$ cat src/hw/oms_pkg.sv
/*
  Shared constants and types of the operating mode select block: APB register
  offsets and fields, reset values, mode pin codes, timing counts and the
  decoded mode carrier.
  Assumes a 100 MHz system clock and a 12-bit APB byte address.
*/
package oms_pkg;

  // Clock
  localparam int unsigned CLK_PERIOD_NS   = 10;

  // Reset exception handling length and watchdog reset hold
  localparam int unsigned EXC_TIME_NS     = 200;
  localparam int unsigned EXC_CYCLES_RAW  = (EXC_TIME_NS + CLK_PERIOD_NS - 1) / CLK_PERIOD_NS;
  localparam int unsigned EXC_CYCLES      = (EXC_CYCLES_RAW < 1) ? 1 : EXC_CYCLES_RAW;
  localparam int unsigned WDT_HOLD_NS     = 500;
  localparam int unsigned WDT_CYCLES_RAW  = (WDT_HOLD_NS + CLK_PERIOD_NS - 1) / CLK_PERIOD_NS;
  localparam int unsigned WDT_CYCLES      = (WDT_CYCLES_RAW < 1) ? 1 : WDT_CYCLES_RAW;
  localparam int unsigned CNT_W           = 8;

  // APB map
  localparam int unsigned APB_AW          = 12;
  localparam logic [11:0] OFS_MONITOR     = 12'h000;
  localparam logic [11:0] OFS_SYSCTL      = 12'h004;
  localparam logic [11:0] OFS_AREA        = 12'h008;
  localparam logic [11:0] OFS_STATUS      = 12'h00c;

  // Field positions
  localparam int unsigned MON_SEEN_LSB    = 0;
  localparam int unsigned MON_SEEN_W      = 3;
  localparam int unsigned MON_W           = 8;
  localparam int unsigned SYS_EXTERNAL_BUS_ENABLE_BIT    = 1;
  localparam int unsigned AREA_W          = 8;
  localparam int unsigned ST_BUS16_BIT    = 0;
  localparam int unsigned ST_FLASH_BIT    = 1;
  localparam int unsigned ST_EXT_BIT      = 2;
  localparam int unsigned ST_ROM_BIT      = 3;
  localparam int unsigned ST_NUM_LSB      = 4;
  localparam int unsigned ST_VALID_BIT    = 7;
  localparam int unsigned ST_STATE_LSB    = 8;
  localparam int unsigned ST_SEEN_LSB     = 10;

  // Reset values
  localparam logic [2:0]  MON_SEEN_RESET  = 3'h0;
  localparam logic        EXTERNAL_BUS_ENABLE_RESET      = 1'b0;
  localparam logic [7:0]  AREA_INIT16     = 8'hff;
  localparam logic [7:0]  AREA_INIT8      = 8'h00;

  // Mode pin codes, high pin first
  localparam logic [2:0]  PINS_MODE1      = 3'h1;
  localparam logic [2:0]  PINS_MODE2      = 3'h2;
  localparam logic [2:0]  PINS_MODE3      = 3'h3;
  localparam logic [2:0]  PINS_MODE4      = 3'h4;
  localparam logic [2:0]  PINS_MODE5      = 3'h5;
  localparam logic [2:0]  PINS_MODE7      = 3'h7;

  // Decoded mode; all modes run the processor in advanced addressing
  typedef struct packed {
    logic       valid;
    logic [2:0] number;
    logic       rom_en;
    logic       ext_allowed;
    logic       external_bus_enable_fixed;
    logic       flash_prog;
    logic       init16;
    logic       single_start;
  } oms_mode_t;

  typedef enum logic [1:0] {
    ST_RESET,
    ST_EXCEPTION,
    ST_EXECUTE
  } oms_state_t;

endpackage

$ cat src/hw/oms_top.sv
/*
  Operating mode select and reset sequencing with an APB register slave.
  Holds the mode monitor latch, the external bus enable, the area width
  configuration and a status word; sequences pin and watchdog resets.
  Assumes mode pins and the reset pin are asynchronous, the watchdog
  overflow comes from logic on clk_i, and the APB master is on clk_i.
*/
// The register addresses and register access over APB were chosen for this implementation.
// What this block does
// - Decode pin codes into six advanced modes
// - Modes 1,2,4 expand; ROM only mode 4
// - Bus 16-bit if bus enabled and any area 16-bit
// - Mode 7 single-chip, may expand later
// - Modes 3,5 boot, ROM and flash programming
// - Monitor bits 7..3 read zero, ignore writes
// - Monitor bits 2..0 mirror pins, read-only
// - Read latches pins; reset clears latch
// - Reset pin low halts all, masks interrupts
// - Reset pin rising starts exception handling in a defined mode
// - Watchdog overflow acts as external reset
// - Bus enable fixed 1 or writable, reset 0
`timescale 1ns/100ps
module oms_top (
  input  wire logic                        clk_i,                // System clock, 100 MHz
  input  wire logic                        reset_i,              // Synchronous reset, active high
  input  wire logic                        mode_pin_high_i,      // Mode pin, high
  input  wire logic                        mode_pin_mid_i,       // Mode pin, middle
  input  wire logic                        mode_pin_low_i,       // Mode pin, low
  input  wire logic                        reset_input_n_i,      // Reset pin, active low
  input  wire logic                        wdt_overflow_i,       // Watchdog overflow pulse
  input  wire logic                        psel_i,               // APB select
  input  wire logic                        penable_i,            // APB enable
  input  wire logic                        pwrite_i,             // APB write
  input  wire logic [oms_pkg::APB_AW-1:0]  paddr_i,              // APB byte address
  input  wire logic [31:0]                 pwdata_i,             // APB write data
  output logic      [31:0]                 prdata_o,             // APB read data
  output logic                             pready_o,             // APB ready
  output logic                             pslverr_o,            // APB error
  output logic                             cpu_halt_o,           // Processor held in reset
  output logic                             periph_reset_o,       // Peripherals held in reset
  output logic                             irq_mask_o,           // All interrupts masked
  output logic                             reset_exception_o,    // Reset exception handling
  output logic                             mode_valid_o,         // A defined mode is selected
  output logic      [2:0]                  mode_number_o,        // Selected mode number
  output logic                             rom_enable_o,         // On-chip ROM enabled
  output logic                             flash_prog_enable_o,  // Flash program/erase allowed
  output logic                             external_bus_enable_o,// External bus enabled
  output logic                             bus_16bit_o           // External bus is 16 bits
);
  import oms_pkg::*;

  // Synchronised pins
  logic [3:0]   pins_sync;
  logic [2:0]   mode_pins;
  logic         rst_pin;
  oms_mode_t    mode_now;

  // Registers
  oms_state_t   state_r;
  oms_state_t   state_nxt;
  logic [CNT_W-1:0] cnt_r;
  logic [CNT_W-1:0] cnt_nxt;
  logic         rst_pin_d_r;
  logic         wdt_cause_r;
  oms_mode_t    mode_r;
  logic [2:0]   mon_seen_r;
  logic         external_bus_enable_r;
  logic [AREA_W-1:0] area_r;
  logic [31:0]  prdata_r;
  logic         pready_r;
  logic         pslverr_r;
  logic         halt_r;
  logic         exc_r;
  logic         bus16_r;

  // Decode helpers
  logic         enter_reset;
  logic         pin_rise;
  logic         setup;
  logic         done;
  logic         wr_en;
  logic         mapped;
  logic [31:0]  rd_data;
  logic         in_reset;

  oms_sync #(
    .W(4)
  ) u_sync (
    .clk_i   (clk_i),
    .reset_i (reset_i),
    .async_i ({reset_input_n_i, mode_pin_high_i, mode_pin_mid_i, mode_pin_low_i}),
    .sync_o  (pins_sync)
  );

  assign mode_pins = pins_sync[2:0];
  assign rst_pin   = pins_sync[3];

  oms_decode u_decode (
    .pins_i (mode_pins),
    .mode_o (mode_now)
  );

  // pins sampled continuously; stable by board
  always_ff @(posedge clk_i) begin
    if (reset_i) begin
      mode_r <= '0;
    end else begin
      mode_r <= mode_now;
    end
  end

  assign enter_reset = ~rst_pin | wdt_overflow_i;
  assign pin_rise    = rst_pin & ~rst_pin_d_r;
  assign in_reset    = (state_r == ST_RESET);

  always_ff @(posedge clk_i) begin
    if (reset_i) begin
      rst_pin_d_r <= 1'b0;
    end else begin
      rst_pin_d_r <= rst_pin;
    end
  end

  // Remembers a watchdog cause so release needs no pin edge
  always_ff @(posedge clk_i) begin
    if (reset_i) begin
      wdt_cause_r <= 1'b0;
    end else if (wdt_overflow_i) begin
      wdt_cause_r <= 1'b1;
    end else if (~rst_pin) begin
      wdt_cause_r <= 1'b0;
    end else if (state_nxt != ST_RESET) begin
      wdt_cause_r <= 1'b0;
    end
  end

  always_comb begin
    state_nxt = state_r;
    cnt_nxt   = cnt_r;
    if (enter_reset) begin
      state_nxt = ST_RESET;
      cnt_nxt   = wdt_overflow_i ? CNT_W'(WDT_CYCLES - 1) : '0;
    end else begin
      case (state_r)
        ST_RESET: begin
          if (wdt_cause_r && cnt_r != '0) begin
            cnt_nxt = cnt_r - 1'b1;
          // no start without a defined mode
          end else if (mode_r.valid && (wdt_cause_r || pin_rise)) begin
            state_nxt = ST_EXCEPTION;
            cnt_nxt   = CNT_W'(EXC_CYCLES - 1);
          end
        end
        ST_EXCEPTION: begin
          if (cnt_r == '0) begin
            state_nxt = ST_EXECUTE;
          end else begin
            cnt_nxt = cnt_r - 1'b1;
          end
        end
        ST_EXECUTE: begin
          state_nxt = ST_EXECUTE;
        end
        default: begin
          state_nxt = ST_RESET;
          cnt_nxt   = '0;
        end
      endcase
    end
  end

  always_ff @(posedge clk_i) begin
    if (reset_i) begin
      state_r <= ST_RESET;
      cnt_r   <= '0;
    end else begin
      state_r <= state_nxt;
      cnt_r   <= cnt_nxt;
    end
  end

  always_ff @(posedge clk_i) begin
    if (reset_i) begin
      halt_r <= 1'b1;
      exc_r  <= 1'b0;
    end else begin
      halt_r <= (state_nxt == ST_RESET);
      exc_r  <= (state_nxt == ST_EXCEPTION);
    end
  end

  // APB handshake: one wait-free access phase
  assign setup  = psel_i & ~penable_i;
  assign done   = psel_i & penable_i & pready_r;
  assign wr_en  = done & pwrite_i & ~pslverr_r;
  assign mapped = (paddr_i == OFS_MONITOR) || (paddr_i == OFS_SYSCTL) ||
                  (paddr_i == OFS_AREA) || (paddr_i == OFS_STATUS);

  always_comb begin
    rd_data = '0;
    case (paddr_i)
      OFS_MONITOR: begin
        rd_data[MON_SEEN_LSB +: MON_SEEN_W] = mode_pins;
      end
      OFS_SYSCTL: begin
        rd_data[SYS_EXTERNAL_BUS_ENABLE_BIT] = external_bus_enable_r;
      end
      OFS_AREA: begin
        rd_data[AREA_W-1:0] = area_r;
      end
      OFS_STATUS: begin
        rd_data[ST_BUS16_BIT]        = bus16_r;
        rd_data[ST_FLASH_BIT]        = mode_r.flash_prog;
        rd_data[ST_EXT_BIT]          = mode_r.ext_allowed;
        rd_data[ST_ROM_BIT]          = mode_r.rom_en;
        rd_data[ST_NUM_LSB +: 3]     = mode_r.number;
        rd_data[ST_VALID_BIT]        = mode_r.valid;
        rd_data[ST_STATE_LSB +: 2]   = state_r;
        // latched pins from the last monitor read
        rd_data[ST_SEEN_LSB +: MON_SEEN_W] = mon_seen_r;
      end
      default: begin
        rd_data = '0;
      end
    endcase
  end

  always_ff @(posedge clk_i) begin
    if (reset_i) begin
      pready_r  <= 1'b0;
      pslverr_r <= 1'b0;
      prdata_r  <= '0;
    end else if (setup) begin
      pready_r  <= 1'b1;
      pslverr_r <= ~mapped;
      prdata_r  <= pwrite_i ? 32'h0000_0000 : rd_data;
    end else begin
      pready_r  <= 1'b0;
      pslverr_r <= 1'b0;
    end
  end

  // latch pins on read, clear on reset
  always_ff @(posedge clk_i) begin
    if (reset_i || enter_reset || in_reset) begin
      mon_seen_r <= MON_SEEN_RESET;
    end else if (setup && !pwrite_i && paddr_i == OFS_MONITOR) begin
      mon_seen_r <= mode_pins;
    end
  end

  // external bus enable fixed or writable
  // expansion in modes 1, 2 and 4
  // mode 7 switches only once running
  always_ff @(posedge clk_i) begin
    if (reset_i) begin
      external_bus_enable_r <= EXTERNAL_BUS_ENABLE_RESET;
    end else if (mode_r.external_bus_enable_fixed) begin
      external_bus_enable_r <= 1'b1;
    end else if (enter_reset || in_reset || !mode_r.valid) begin
      external_bus_enable_r <= EXTERNAL_BUS_ENABLE_RESET;
    end else if (wr_en && paddr_i == OFS_SYSCTL && state_r == ST_EXECUTE) begin
      external_bus_enable_r <= pwdata_i[SYS_EXTERNAL_BUS_ENABLE_BIT];
    end
  end

  always_ff @(posedge clk_i) begin
    if (reset_i) begin
      area_r <= AREA_INIT8;
    end else if (enter_reset || in_reset) begin
      area_r <= mode_r.init16 ? AREA_INIT16 : AREA_INIT8;
    end else if (wr_en && paddr_i == OFS_AREA) begin
      area_r <= pwdata_i[AREA_W-1:0];
    end
  end

  // any 16-bit area widens the bus while the external bus is enabled
  always_ff @(posedge clk_i) begin
    if (reset_i) begin
      bus16_r <= 1'b0;
    end else begin
      bus16_r <= external_bus_enable_r & (|area_r);
    end
  end

  assign prdata_o              = prdata_r;
  assign pready_o              = pready_r;
  assign pslverr_o             = pslverr_r;
  assign cpu_halt_o            = halt_r;
  assign periph_reset_o        = halt_r;
  assign irq_mask_o            = halt_r;
  assign reset_exception_o     = exc_r;
  assign mode_valid_o          = mode_r.valid;
  assign mode_number_o         = mode_r.number;
  assign rom_enable_o          = mode_r.rom_en;
  assign flash_prog_enable_o   = mode_r.flash_prog;
  assign external_bus_enable_o = external_bus_enable_r;
  assign bus_16bit_o           = bus16_r;
endmodule

$ cat src/hw/oms_sync.sv
/*
  Two flip-flop synchroniser for a group of asynchronous levels.
  Assumes each bit is a slow level; the bits are not coherent as a word.
*/
`timescale 1ns/100ps
module oms_sync #(
  parameter int unsigned W = 1
) (
  input  wire logic         clk_i,    // System clock
  input  wire logic         reset_i,  // Synchronous reset, active high
  input  wire logic [W-1:0] async_i,  // Asynchronous levels
  output logic      [W-1:0] sync_o    // Synchronised levels
);
  logic [W-1:0] meta_r;
  logic [W-1:0] sync_r;

  always_ff @(posedge clk_i) begin
    if (reset_i) begin
      meta_r <= '0;
      sync_r <= '0;
    end else begin
      meta_r <= async_i;
      sync_r <= meta_r;
    end
  end

  assign sync_o = sync_r;
endmodule

$ cat src/hw/oms_decode.sv
/*
  Combinational decoder from the three mode pin levels to the mode features.
  Assumes synchronised pin levels on its input.
*/
`timescale 1ns/100ps
module oms_decode (
  input  wire logic [2:0]        pins_i,  // Mode pins, high pin in bit 2
  output oms_pkg::oms_mode_t     mode_o   // Decoded mode features
);
  import oms_pkg::*;

  always_comb begin
    mode_o = '0;
    case (pins_i)
      PINS_MODE1: begin
        mode_o = '{valid: 1'b1, number: 3'h1, rom_en: 1'b0, ext_allowed: 1'b1,
                   external_bus_enable_fixed: 1'b1, flash_prog: 1'b0, init16: 1'b1, single_start: 1'b0};
      end
      PINS_MODE2: begin
        mode_o = '{valid: 1'b1, number: 3'h2, rom_en: 1'b0, ext_allowed: 1'b1,
                   external_bus_enable_fixed: 1'b1, flash_prog: 1'b0, init16: 1'b0, single_start: 1'b0};
      end
      PINS_MODE3: begin
        mode_o = '{valid: 1'b1, number: 3'h3, rom_en: 1'b1, ext_allowed: 1'b0,
                   external_bus_enable_fixed: 1'b0, flash_prog: 1'b1, init16: 1'b0, single_start: 1'b1};
      end
      PINS_MODE4: begin
        mode_o = '{valid: 1'b1, number: 3'h4, rom_en: 1'b1, ext_allowed: 1'b1,
                   external_bus_enable_fixed: 1'b1, flash_prog: 1'b0, init16: 1'b0, single_start: 1'b0};
      end
      PINS_MODE5: begin
        mode_o = '{valid: 1'b1, number: 3'h5, rom_en: 1'b1, ext_allowed: 1'b0,
                   external_bus_enable_fixed: 1'b0, flash_prog: 1'b1, init16: 1'b0, single_start: 1'b1};
      end
      PINS_MODE7: begin
        mode_o = '{valid: 1'b1, number: 3'h7, rom_en: 1'b1, ext_allowed: 1'b0,
                   external_bus_enable_fixed: 1'b0, flash_prog: 1'b0, init16: 1'b0, single_start: 1'b1};
      end
      default: begin
        mode_o = '0;
      end
    endcase
  end
endmodule

$ cat config.mk
export PLATFORM = sky130hd
export DESIGN_NAME = oms_top
export DESIGN_NICKNAME = d
export VERILOG_FILES = /design/src/hw/oms_pkg.sv /design/src/hw/oms_top.sv /design/src/hw/oms_sync.sv /design/src/hw/oms_decode.sv
export SDC_FILE = /design/constraint.sdc
export NUM_CORES = 1
export LEC_CHECK = 0
export BUFFER_PORTS_ARGS = -buffer_cell sky130_fd_sc_hd__buf_4
export CAP_MARGIN = 15
export CORE_MARGIN = 1
export CORE_UTILIZATION = 49
export CTS_CLUSTER_DIAMETER = 40
export DETAILED_ROUTE_END_ITERATION = 16
export PLACE_DENSITY = 0.78
export SYNTH_ARGS = -nofsm -noshare
export SYNTH_HDL_FRONTEND = slang
export SYNTH_SLANG_ARGS = --single-unit
$ cat constraint.sdc
create_clock -name clk_i -period 2.8 [get_ports clk_i]
set_input_delay 0.7 -clock clk_i [delete_from_list [all_inputs] [get_ports clk_i]]
set_output_delay 0.7 -clock clk_i [all_outputs]
set_load 0.02 [all_outputs]
Yosys cells after proc, flatten, opt, wreduce, memory -nomap -nowiden. Index checks and enable logic that the tools add are counted. W data, S select, Z words.

Add/subtract/negate cells: 1. Bitwise gates (word level): 14. Reduce and logical (&&, ||, !) cells: 28. Muxes and demuxes: 28. Eq/ne operators: 16.

Operators with widths (number): $pmux W10 S6 (1); $mux W8 (7); $eq A12 B4 Y1 const B (2); $pmux W8 S3 (1); $mux W13 (1); $eq A12 B3 Y1 const B (1); $logic_not A12 Y1 (1); $pmux W5 S2 (1); $eq A3 B3 Y1 const B (3); $logic_not A8 Y1 (1); $logic_or A1 B1 Y1 (8); $mux W2 (4); $reduce_bool A8 Y1 (1); $reduce_or A8 Y1 (1); $sub A8 B1 Y8 const B (1); $and A1 B1 Y1 (7); $logic_and A1 B1 Y1 (7); $mux W1 (7); $eq A3 B2 Y1 const B (2); $mux W6 (1); $ne A3 B3 Y1 const B (2); $not A1 Y1 (6); $pmux W1 S3 (2); $pmux W2 S3 (1); 14 further kinds (18).

Input port bits: 54. Output and inout bits: 46. Bits in registers: 78. Logic and storage cells: 109.

Longest topological paths before layout.
Depth after elaboration: 12. Gate-level depth with buffers: 7.

Cells and area by module. Synthesis repeated with hierarchy kept, for this count alone.

Cell total of the unflattened synthesis: 300. Area, all modules: 2722.6 um2.

By module, submodules not included: oms_top (area each 2398.6 um2, cells an instance 267, instances 1); oms_sync (area each 210.2 um2, cells an instance 16, instances 1); oms_decode (area each 113.9 um2, cells an instance 17, instances 1).

Worst setup path before layout. Ideal clock, no wire load.

Kind: input to register. Start: input port paddr_i[9] in the netlist's numbering. End: register prdata_r[3], in the netlist prdata_o[3]. Data arrival time: 2.020 ns. Slack: 0.719 ns. Cell stages on the path: 4. Cell sequence: nor4_1 > nand4_1 > nor4b_1 > a221o_1.

Cells in the longest elaborated chain, start to end: 3. Elaborated cells between the ends (all ways): 4.

RTL lines: from (decl) (line oms_top.sv:34) `input wire logic [oms_pkg::APB_AW-1:0] paddr_i,`; $eq A12 B4 Y1 (line oms_top.sv:201) `case (paddr_i)`; $pmux W5 S2 (*) (line oms_top.sv:201); $mux W13 (*) (line oms_top.sv:236) `prdata_r <= pwrite_i ? 32'h0000_0000 : rd_data;`; to (signal assigned) (line oms_top.sv:236); to (decl) (line oms_top.sv:69) `logic [31:0] prdata_r;`.

Every way passes the cells marked *; elsewhere a longest branch is shown, timed or not. A chain may end at the register's enable or synchronous reset.

Worst setup path after layout.
Start: register cnt_r[0]. End: register cnt_r[2].

Cells in the longest elaborated chain, start to end: 5. Elaborated cells between the ends (all ways): 11.

RTL lines: from (decl) (line oms_top.sv:61) `logic [CNT_W-1:0] cnt_r;`; from (signal assigned) (line oms_top.sv:178) `cnt_r <= cnt_nxt;`; parallel branches: the longest is 5 deep, another holds $sub A8 B1 Y8.

Several ways; the timed one is not identified. The select of a mux whose other input is x is not followed.

==> results.cfg <==
[logic_synthesis]
synthSimpleGateAreaFrac = 0.2327
synth_top_family_by_area = simple AND/OR/NAND/NOR gates
synth_adder_area_share = 0.009479
syn_area_um2 = 2640
seq_area_frac_synth = 0.4398
ys_async_sr_fraction = 0
synth_cell_types = 53
synth_edf_count = 0
synth_warnings = 0
ys_ff_latch = 58
yosys_most_used_dff = dfxtp_1
synthMuxAreaShare = 0.06303
syn-mean-instance-area_um2 = 9.041
synth_compound_area_frac = 0.1498
synth_xor_area_frac = 0.006635
synth_cells = 292

[clock_network]
cts_tree = yes
cts-root-buf = clkbuf_8
cts_sinks = 58
post-cts-setup-buffers = 0
cts_max_path_buffers = 2
clk_latency_ps = 340
htreeDepth = 3
ctsHoldBuffers = 0
cts_made_buffers = 9
clk_pin_slew_worst_paths_ps = 70
ctsResizeCount = 0

[floorplan]
io_pins = 100
core_area_um2 = 5140
dieWidth_um = 75.40
initial_utilization = 0.5136
die_y_um = 75.40
die_area_um2 = 5685
rows = 26

[place]
hpwl_um = 3899
place_congestion = 0.8942
dpl_worst_slack_ps = 447.0
portBuffers = 56

[setup_path]
required_ps = 3060
cp-end-kind = flip-flop
critPathKind = reg2reg
cp-start-kind = flip-flop
critPathMaxFanout = 9
crit_arrival_ps = 2540

[sta]
skew_ps = 4.602
setup-tns-final_ps = 0
fin_crit_ps = 2276
setup_slack_ps = 523.7
tightest_slew_ps = 592.5
slew_violations = 0
hold_viol = 0
finalSetupViolCount = 0
rsz0062_at_grt = false
slew_headroom = 0.5994
period_share = 0.8130
max_freq_mhz = 439.3

[route]
vias = 2204
avgViaCountPerCell = 5.298
drt_first_pass_iters = 5
first_iter_violations = 136
ant_nets = 0
routed_wl_um = 5444
wl_per_cell_um = 13.09
drc_errors = 0

[finish]
n_fill_cell = 446
final_layout_size_suffix_gt1_frac = 0.2514
diodes = 0
final_nets = 397
multi_input_area_um2 = 1290
syn2layout_area_growth_pct = 21.90
regArea_um2 = 1161
final_common_cell = buf_4
final_cell_mix = buf_4 (59), dfxtp_1 (58), nor2_1 (28)

[power_and_ir_drop]
power_density_nw_per_um2 = 575.2
vdd_drop_max_uv = 353.9
leakage_uw = 0.001415

[grt]
grt_usage = 0.2050
grt_max_degree = 41
grt_pass1_wl_um = 8535
antenna_found_initial = 0
overflow = 0
grt_pass1_vias = 1884

[min_path]
hp-class = reg2reg

[run_status]
status = finished clean

[run]
cap_violations = 0
## cell type report
| class | count | area share |
|---|---|---|
| well taps | 70 | 0.02722 |
| clock buffers | 9 | 0.03849 |
| multi-input cells | 208 | 0.4009 |
| flip-flops and latches | 58 | 0.3608 |
| clock inverters | 7 | 0.02916 |
| inverters | 5 | 0.005832 |
| repair buffers | 59 | 0.1376 |
## metal layers
layer | GRT usage | up-vias | wire length [um]
met2 | 0.3214 | 68 | 2567
li1 | - | 1102 | -
met1 | 0.2564 | 1025 | 2488
met5 | 0 | - | 0
met4 | 0.1193 | 0 | 91
met3 | 0.05159 | 9 | 297
## metrics by stage
stage                     area [um^2]  total power [uW]  hold slack (ps)  cells  utilization
after floorplan                  2708             995.4            413.8    310            -
after global placement           3000              1027            416.8    400       0.5837
after detailed placement         3000              1030            420.4    400       0.5837
after CTS                        3218              1863            437.0    416       0.6261
after global routing             3218              1930            457.2    416       0.6261
final                            3218              1851            435.8    416       0.6261
## cells in the mapped netlist (all sizes together) (4+ instances only)
library cell / count / area share
nor4: 8 / 0.025
nand2b: 6 / 0.015
clkbuf: 12 / 0.017
nor3b: 4 / 0.013
a21oi: 22 / 0.042
a22oi: 7 / 0.020
and3: 8 / 0.019
o21ai: 12 / 0.023
a221o: 4 / 0.015
nor2b: 13 / 0.031
nand2: 12 / 0.017
buf: 27 / 0.073
nor2: 28 / 0.040
dfxtp: 58 / 0.44
nand3: 5 / 0.0095
inv: 5 / 0.0071
mux2i: 11 / 0.042
nor3: 10 / 0.019
## path summary, 6_finish.rpt
path / to / slack (ps) / cells past startpoint / from
setup / recovery: cnt_r[2]$_SDFFE_PP0P_ / 520 / 7 / cnt_r[0]$_SDFFE_PP0P_
hold / removal: u_sync.sync_o[3]$_SDFF_PP0_ / 440 / 1 / u_sync.meta_r[3]$_SDFF_PP0_
setup reg to reg: cnt_r[2]$_SDFFE_PP0P_ / 520 / 7 / cnt_r[0]$_SDFFE_PP0P_
hold reg to reg: u_sync.sync_o[3]$_SDFF_PP0_ / 440 / 1 / u_sync.meta_r[3]$_SDFF_PP0_
## power by group
part           total [uW]  switching, uW  internal (uW)
Clock                 838            340            498
Combinational         153           89.6           63.7
Sequential            859           16.6            843
Total                1850            446           1400
## state kept, by name, indices dropped and copies added (netlist names), 2 cells and up
signal	flops
cnt_r	8
u_sync.meta_r	4
area_r	8
prdata_o	13
u_sync.sync_o	4
mode_number_o	3
mode_r	2
state_r	2
mon_seen_r	3
## cells by family after synthesis
family	after synthesis
xor+xnor	2
buf+inv	44
fa+ha+maj	2
other cells	1
mux	15
flops	58
compound gates	61
simple gates	109
## critical path: stages, from the launching register on
cell and delay, ps:
dfxtp_1 320, inv_1 110, ha_1 160, nor4b_1 500, a211oi_1 240, nor4_4 530
nor2_1 120, o32ai_2 200
Note: power is estimated with default switching activity, not from simulation.
